`config.mk`:
```
export PLATFORM = sky130hd
export DESIGN_NAME = sccfg_top
export DESIGN_NICKNAME = d
export VERILOG_FILES = /design/src/sccfg_pkg.sv /design/src/sccfg_top.sv /design/src/sccfg_decode.sv
export SDC_FILE = /design/constraint.sdc
export NUM_CORES = 1
export LEC_CHECK = 0
export BUFFER_PORTS_ARGS = -buffer_cell sky130_fd_sc_hd__clkbuf_2
export CAP_MARGIN = 20
export CORE_MARGIN = 5
export CORE_UTILIZATION = 45
export CTS_CLUSTER_DIAMETER = 50
export DETAILED_ROUTE_END_ITERATION = 16
export PLACE_DENSITY = 0.77
export SYNTH_ARGS = -nofsm -noshare
export SYNTH_HDL_FRONTEND = slang
export SYNTH_HIERARCHICAL = 1
export SYNTH_SLANG_ARGS = --single-unit
```
`constraint.sdc`:
```
create_clock -name clk_i -period 5.5 [get_ports clk_i]
set_input_delay 1.1 -clock clk_i [delete_from_list [all_inputs] [get_ports clk_i]]
set_output_delay 1.1 -clock clk_i [all_outputs]
set_load 0.05 [all_outputs]
```
`src/sccfg_pkg.sv`:
```
// package: register map, field layout and decode constants
package sccfg_pkg;

    // register indices (byte address is four times the index)
    localparam logic [7:0] SCCFG_IDX_SYSCTL  = 8'h09;
    localparam logic [7:0] SCCFG_IDX_OFS_LOW = 8'h0A;
    localparam logic [7:0] SCCFG_IDX_OFS_MID = 8'h0B;
    localparam logic [7:0] SCCFG_IDX_OFS_HIGH = 8'h0C;

    // reset values
    localparam logic [7:0] SCCFG_RST_SYSCTL = 8'h10;
    localparam logic [7:0] SCCFG_RST_OFS    = 8'h00;

    // system control field positions
    localparam int SCCFG_MON_MSB    = 7;
    localparam int SCCFG_MON_LSB    = 5;
    localparam int SCCFG_CAVG_MSB   = 4;
    localparam int SCCFG_CAVG_LSB   = 3;
    localparam int SCCFG_TMO_BIT    = 2;
    localparam int SCCFG_CRC_BIT    = 1;
    localparam int SCCFG_STAT_BIT   = 0;

    // monitor codes
    localparam logic [2:0] SCCFG_MON_OFF   = 3'h0;
    localparam logic [2:0] SCCFG_MON_MID   = 3'h1;
    localparam logic [2:0] SCCFG_MON_TEMP  = 3'h2;
    localparam logic [2:0] SCCFG_MON_ASUP  = 3'h3;
    localparam logic [2:0] SCCFG_MON_DSUP  = 3'h4;
    localparam logic [2:0] SCCFG_MON_BO02  = 3'h5;
    localparam logic [2:0] SCCFG_MON_BO1   = 3'h6;
    localparam logic [2:0] SCCFG_MON_BO10  = 3'h7;

    // amplifier
    localparam logic [2:0] SCCFG_GAIN_ONE  = 3'h0;
    localparam logic [2:0] SCCFG_TEMP_GAIN_MAX = 3'h2;
    localparam logic [1:0] SCCFG_AMP_EN_ON = 2'h1;

    // burn-out current levels
    localparam logic [1:0] SCCFG_BO_OFF = 2'h0;
    localparam logic [1:0] SCCFG_BO_02  = 2'h1;
    localparam logic [1:0] SCCFG_BO_1   = 2'h2;
    localparam logic [1:0] SCCFG_BO_10  = 2'h3;

    // calibration sample counts per code
    localparam logic [4:0] SCCFG_CNT_0 = 5'h01;
    localparam logic [4:0] SCCFG_CNT_1 = 5'h04;
    localparam logic [4:0] SCCFG_CNT_2 = 5'h08;
    localparam logic [4:0] SCCFG_CNT_3 = 5'h10;

    // frame lengths in bytes: 3 data, +1 status, +1 check
    localparam logic [2:0] SCCFG_DATA_BYTES = 3'h3;

    // bus reply for unmapped index
    localparam logic [31:0] SCCFG_UNMAPPED = 32'h0000_0000;

    // decoded analog routing control
    typedef struct packed {
        logic       mid_short;
        logic       temp_route;
        logic       asup_mon;
        logic       dsup_mon;
        logic       mux_open;
        logic       force_unity;
        logic [1:0] burnout_level;
        logic [2:0] gain_applied;
        logic       temp_setup_bad;
    } sccfg_analog_t;

    // decoded data framing control
    typedef struct packed {
        logic       timeout_en;
        logic       crc_en;
        logic       crc_covers_status;
        logic       status_prefix_enable;
        logic [2:0] frame_bytes;
        logic [4:0] cal_samples;
    } sccfg_frame_t;

endpackage : sccfg_pkg

```
`src/sccfg_top.sv`:
```
// module: system control and offset calibration registers on wishbone
//
// Local design decision: the Wishbone register port.
`timescale 1ns/1ns

// Summary of operation
// - three-bit monitor select in bits 7:5; zero turns monitoring off
// - code one shorts amplifier inputs to mid-supply, inputs detached
// - code two routes temperature sensor; host must enable amplifier
// - codes three and four measure analog and digital supply over four
// - codes five to seven enable burn-out currents 0.2, 1, 10 uA
// - supply monitor codes override programmed gain with gain of one
// - mid, temperature and supply codes open all input mux switches
// - bits 4:3 pick calibration average of 1, 4, 8 or 16 samples
// - reset leaves sample code two, all other control bits zero
// - bit two enables serial timeout, cleared at reset
// - bit one appends a check byte after each result
// - check byte covers the result and status byte when present
// - bit zero prepends a status byte to each result
// - low offset byte is read-write, reset to zero
// - offset value is 24 bits over three consecutive registers
module sccfg_top (
    // clock and reset
    input  wire logic                 clk_i,
    input  wire logic                 rst_i,
    // wishbone slave
    input  wire logic                 cyc_i,
    input  wire logic                 stb_i,
    input  wire logic                 we_i,
    input  wire logic [7:0]           adr_i,
    input  wire logic [3:0]           sel_i,
    input  wire logic [31:0]          dat_i,
    output logic      [31:0]          dat_o,
    output logic                      ack_o,
    // amplifier settings from the core
    input  wire logic [2:0]           gain_req_i,
    input  wire logic [1:0]           amp_en_i,
    // decoded controls
    output sccfg_pkg::sccfg_analog_t  analog_o,
    output sccfg_pkg::sccfg_frame_t   frame_o,
    output logic      [23:0]          offset_correction_value_o
);
    logic [7:0]  system_control_r, system_control_nxt;
    logic [7:0]  ofs_r [3];
    logic [7:0]  ofs_nxt [3];
    logic [31:0] dat_r, dat_nxt;
    logic        ack_r, ack_nxt;
    logic [5:0]  idx;
    logic        req, wr;
    sccfg_pkg::sccfg_analog_t analog_c, analog_r;
    sccfg_pkg::sccfg_frame_t  frame_c, frame_r;

    assign idx = adr_i[7:2];
    assign req = cyc_i & stb_i & ~ack_r;
    assign wr  = req & we_i & sel_i[0];

    // combinational decode of the stored control byte
    sccfg_decode u_decode (
        .sysctl_i   (system_control_r),
        .gain_req_i (gain_req_i),
        .amp_en_i   (amp_en_i),
        .analog_o   (analog_c),
        .frame_o    (frame_c)
    );

    // register write next state
    always_comb begin
        system_control_nxt = system_control_r;
        for (int i = 0; i < 3; i++) begin
            ofs_nxt[i] = ofs_r[i];
        end
        if (wr && idx == sccfg_pkg::SCCFG_IDX_SYSCTL[5:0]) begin
            system_control_nxt = dat_i[7:0];
        end
        if (wr && idx == sccfg_pkg::SCCFG_IDX_OFS_LOW[5:0]) begin
            ofs_nxt[0] = dat_i[7:0];
        end
        if (wr && idx == sccfg_pkg::SCCFG_IDX_OFS_MID[5:0]) begin
            ofs_nxt[1] = dat_i[7:0];
        end
        if (wr && idx == sccfg_pkg::SCCFG_IDX_OFS_HIGH[5:0]) begin
            ofs_nxt[2] = dat_i[7:0];
        end
    end

    // read mux and single-cycle ack
    always_comb begin
        ack_nxt = req;
        dat_nxt = sccfg_pkg::SCCFG_UNMAPPED;
        if (req && !we_i) begin
            unique case (idx)
                sccfg_pkg::SCCFG_IDX_SYSCTL[5:0]:
                    dat_nxt = {24'h0, system_control_r};
                sccfg_pkg::SCCFG_IDX_OFS_LOW[5:0]:
                    dat_nxt = {24'h0, ofs_r[0]};
                sccfg_pkg::SCCFG_IDX_OFS_MID[5:0]:
                    dat_nxt = {24'h0, ofs_r[1]};
                sccfg_pkg::SCCFG_IDX_OFS_HIGH[5:0]:
                    dat_nxt = {24'h0, ofs_r[2]};
                default:
                    dat_nxt = sccfg_pkg::SCCFG_UNMAPPED;
            endcase
        end
    end

    // state registers
    always_ff @(posedge clk_i) begin
        if (rst_i) begin
            system_control_r <= sccfg_pkg::SCCFG_RST_SYSCTL;
            for (int i = 0; i < 3; i++) begin
                ofs_r[i] <= sccfg_pkg::SCCFG_RST_OFS;
            end
            dat_r    <= '0;
            ack_r    <= 1'b0;
            analog_r <= '0;
            frame_r  <= '0;
        end else begin
            system_control_r <= system_control_nxt;
            for (int i = 0; i < 3; i++) begin
                ofs_r[i] <= ofs_nxt[i];
            end
            dat_r    <= dat_nxt;
            ack_r    <= ack_nxt;
            analog_r <= analog_c;
            frame_r  <= frame_c;
        end
    end

    // outputs straight from flops
    assign dat_o    = dat_r;
    assign ack_o    = ack_r;
    assign analog_o = analog_r;
    assign frame_o  = frame_r;
    assign offset_correction_value_o = {ofs_r[2], ofs_r[1],
                                        ofs_r[0]};
endmodule // sccfg_top

```
`src/sccfg_decode.sv`:
```
// module: decode of the system control byte into control outputs
`timescale 1ns/1ns
module sccfg_decode (
    // configuration in
    input  wire logic [7:0]           sysctl_i,
    input  wire logic [2:0]           gain_req_i,
    input  wire logic [1:0]           amp_en_i,
    // decoded controls out
    output sccfg_pkg::sccfg_analog_t  analog_o,
    output sccfg_pkg::sccfg_frame_t   frame_o
);
    logic [2:0] mon;
    logic [1:0] cavg;

    assign mon  = sysctl_i[sccfg_pkg::SCCFG_MON_MSB:sccfg_pkg::SCCFG_MON_LSB];
    assign cavg = sysctl_i[sccfg_pkg::SCCFG_CAVG_MSB:
                           sccfg_pkg::SCCFG_CAVG_LSB];

    // monitor source decode
    always_comb begin
        analog_o = '0;
        analog_o.mid_short  = (mon == sccfg_pkg::SCCFG_MON_MID);
        analog_o.temp_route = (mon == sccfg_pkg::SCCFG_MON_TEMP);
        analog_o.asup_mon   = (mon == sccfg_pkg::SCCFG_MON_ASUP);
        analog_o.dsup_mon   = (mon == sccfg_pkg::SCCFG_MON_DSUP);
        // switches open for mid, temp and supply codes
        analog_o.mux_open = analog_o.mid_short | analog_o.temp_route |
                            analog_o.asup_mon | analog_o.dsup_mon;
        analog_o.force_unity = analog_o.asup_mon | analog_o.dsup_mon;
        analog_o.gain_applied = analog_o.force_unity ?
            sccfg_pkg::SCCFG_GAIN_ONE : gain_req_i;
        // flag a temp setup the host got wrong
        analog_o.temp_setup_bad = analog_o.temp_route &&
            ((gain_req_i > sccfg_pkg::SCCFG_TEMP_GAIN_MAX) ||
             (amp_en_i != sccfg_pkg::SCCFG_AMP_EN_ON));
        unique case (mon)
            sccfg_pkg::SCCFG_MON_BO02:
                analog_o.burnout_level = sccfg_pkg::SCCFG_BO_02;
            sccfg_pkg::SCCFG_MON_BO1:
                analog_o.burnout_level = sccfg_pkg::SCCFG_BO_1;
            sccfg_pkg::SCCFG_MON_BO10:
                analog_o.burnout_level = sccfg_pkg::SCCFG_BO_10;
            default:
                analog_o.burnout_level = sccfg_pkg::SCCFG_BO_OFF;
        endcase
    end

    // framing decode
    always_comb begin
        frame_o = '0;
        frame_o.timeout_en = sysctl_i[sccfg_pkg::SCCFG_TMO_BIT];
        frame_o.crc_en     = sysctl_i[sccfg_pkg::SCCFG_CRC_BIT];
        frame_o.status_prefix_enable =
            sysctl_i[sccfg_pkg::SCCFG_STAT_BIT];
        frame_o.crc_covers_status = frame_o.crc_en &
            frame_o.status_prefix_enable;
        frame_o.frame_bytes = sccfg_pkg::SCCFG_DATA_BYTES +
            {2'h0, frame_o.status_prefix_enable} +
            {2'h0, frame_o.crc_en};
        unique case (cavg)
            2'h0: frame_o.cal_samples = sccfg_pkg::SCCFG_CNT_0;
            2'h1: frame_o.cal_samples = sccfg_pkg::SCCFG_CNT_1;
            2'h2: frame_o.cal_samples = sccfg_pkg::SCCFG_CNT_2;
            2'h3: frame_o.cal_samples = sccfg_pkg::SCCFG_CNT_3;
        endcase
    end
endmodule // sccfg_decode

```
==> flow_summary.ini <==
[status]
outcome = finished, final reports clean

[finish]
design_area_um2 = 3230
fin_nets = 396
fill_cells = 519
synthToLayoutAreaGrowth_pct = 20.8
drive_above_1_share_pct = 30.7
antenna_cells = 0

[hold_path]
worstHoldPathType = flop to flop
hold_depth = 2
holdCritStartpoint = ofs_r[0][11]
holdPathEnd = dat_o[3]

[sta]
setup_tns_ns = 0
relSlewSlack_pct = 43.4
drv_slew = 0
min_period_ns = 2.81
fmax_ghz = 0.356
rsz0062_at_grt = no
hold_viol = 0
period_share_pct = 51.1
clock_skew_ns = 0.0118
finalSetupViolCount = 0
worst_pin_slew_ns = 0.843

[worst_setup_path]
cpLargestDelayFamily = simple AND/OR/NAND/NOR gates
worstPathCellList = clkbuf_2 -> or4b_1 -> nor4_4 -> mux2i_1 -> nor2_1
rrSetupSlack_ns = 3.38
worstPathRequired_ns = 5.72
setup.worst_path.start_class = input port
crit_fanout = 8
cp-end-kind = flop
crit_path_max_incr_delay_ns = 0.81
r2r_cells = 4
reg2reg_from = ack_o
critPathBufInv = 1
cpMaxStageDelayCell = nor4_4
crit_type = input port to flop
crit_arrival_ns = 3.03
rr_endpoint = dat_o[0]

[clock_tree]
numCtsBuffers = 9
root_buffer = clkbuf_8
clk_path_buf_depth = 2
hold_buffers = 0
clk_pin_slew_ns = 0.07
ctsResizeCount = 0
clkSinkCount = 65
htreeDepth = 3
post_cts_buffers = 0
cts_tree = done
clk_latency_ns = 0.33

[synthesis]
async_flop_share_pct = 0
yosys_register_bits = 65
post_synth_mux_area_share_pct = 11.6
synth-simple-area-share_pct = 21.5
synth.distinct_cells = 32
synth_top_family_by_area = simple AND/OR/NAND/NOR gates
syn_inst = 260
ys.flop_type = dfxtp_1
synth_xor_area_share_pct = 0.327
synth_warnings = 6
synth-edff-count = 0
synth_area_um2 = 2680
synth_compound_area_share_pct = 6.64
synth_fa_ha_area_share_pct = 0.935
ys_seq_area_share_pct = 48.6
avgSynthCellArea_um2 = 10.3

[drt]
detailroute.via_count = 1998
drtPass1Iterations = 4
routed_wl_um = 5790
drtIter0Drc = 106
wl_per_cell_um = 13.8
drc = 0
vias_per_cell = 4.76
route.antenna.remaining_nets = 0

[global_routing]
antenna_found_initial = 0
grt_pass1_vias = 1907
overflow = 0
grt_pass1_wl_um = 9050
grt_max_degree = 60
grt.total_usage_pct = 15.7

[floorplanning]
io_pins = 135
start_util_pct = 45.7
die_y_um = 87.1
row_count = 28
die_w_um = 87.1
dieArea_um2 = 7590
coreArea_um2 = 5850

[placement]
dpl_cell_area_um2 = 3010
dp_hpwl_um = 4060
portBuffers = 81
gp_congestion = 0.814

[pwr]
powerDensity_nw_per_um2 = 299
irDropWorstVdd_v = 0.000182
leakage_nw = 1.38

[run]
maxCapViolCount = 0
[cell type report]
type | count | area [um^2] | area share [%]
inverters | 4 | 15.0 | 0.465
clock buffers | 11 | 151 | 4.68
well taps | 75 | 93.8 | 2.90
clock inverters | 5 | 53.8 | 1.66
repair buffers | 82 | 425 | 13.2
flip-flops and latches | 65 | 1300 | 40.3
multi-input cells | 178 | 1190 | 36.9
[through the flow]
step	total power, mW	utilization [%]	hold slack (ns)	setup WS, ns	std cells
after floorplan	0.563	-	0.484	2.76	283
after global placement	0.566	51.4	0.478	2.07	403
after detailed placement	0.566	51.4	0.480	2.05	403
after CTS	0.974	54.9	0.492	2.41	419
after global routing	1.01	55.2	0.511	2.60	420
final	0.966	55.2	0.491	2.69	420
[cell usage after synthesis (3+ instances only)]
library cell / n / share of area [%]
dfxtp_1: 65 / 49
buf_4: 28 / 7.9
nor4_4: 4 / 3.2
nor2_1: 39 / 5.5
inv_1: 4 / 0.56
clkbuf_1: 4 / 0.56
mux2i_1: 31 / 12
a21boi_0: 8 / 2.2
nand2_1: 9 / 1.3
nor3b_1: 5 / 1.4
nor2b_1: 26 / 6.1
a222oi_1: 7 / 2.6
and2_1: 3 / 0.70
[cell usage in the layout, fill, tap and decap left out, drive strengths merged]
cell type	count
or4b	1
a21oi	2
nor3b	6
nor2b	26
inv	4
conb	25
nor3	1
nand3b	1
nor2	39
buf	1
dfxtp	65
or3b	2
a22oi	2
a211oi	1
and3b	1
clkbuf	92
ha	2
nand2b	2
xnor2	1
a222oi	7
a21boi	9
bufinv	1
or2	1
nor4	4
nand2	9
clkinv	4
o21bai	1
mux2i	31
or4	1
and2	3
[worst register-to-register path: stages, from the launching register on]
cell and delay (ns):
dfxtp_1 0.31, nand3b_2 0.35, or4_1 0.53, a21oi_1 0.58
a21boi_0 0.27
[registers in the layout, summed over array words and instances, names as in the netlist]
register	count
ack_o	1
analog_o	12
dat_o	8
frame_o	12
ofs_r	24
system_control_r	8
[routing by layer]
| metal | vias up | share of wire, % | global-route usage (%) | wire length (um) |
|---|---|---|---|---|
| li1 | 982 | - | - | - |
| met1 | 925 | 42 | 18.4 | 2430 |
| met5 | - | 0 | 0 | 0 |
| met3 | 10 | 8.9 | 4.64 | 514 |
| met2 | 81 | 47 | 25.8 | 2740 |
| met4 | 0 | 1.8 | 7.95 | 105 |
[cells by family after synthesis]
| family | count (synthesis) |
|---|---|
| other | 2 |
| AO/OA/AOI/OAI | 22 |
| adder cells (fa/ha/maj) | 2 |
| AND/OR/NAND/NOR | 97 |
| flip-flops | 65 |
| multiplexers | 31 |
| buffers and inverters | 40 |
| XOR/XNOR | 1 |
[report_power, final]
part           internal, mW  switching, mW  leakage (nW)
Combinational        0.0145         0.0684         0.749
Sequential            0.474       0.000908         0.526
Clock                 0.232          0.176         0.109
Total                 0.721          0.246          1.38
[worst max-delay path by stage]
stage                        start                   to  slack, ns  cells after the start
final                     adr_i[7]         ofs_r[0][15]       2.69                      5
after detailed placement     rst_i             dat_o[0]       2.05                      4
after global placement       rst_i             dat_o[2]       2.07                      4
after floorplan           adr_i[7]          ofs_r[0][7]       2.76                      5
after CTS                    rst_i             dat_o[0]       2.41                      4
after global routing      adr_i[7]  system_control_r[2]       2.60                      5
Power figures use the tool's default switching activity.
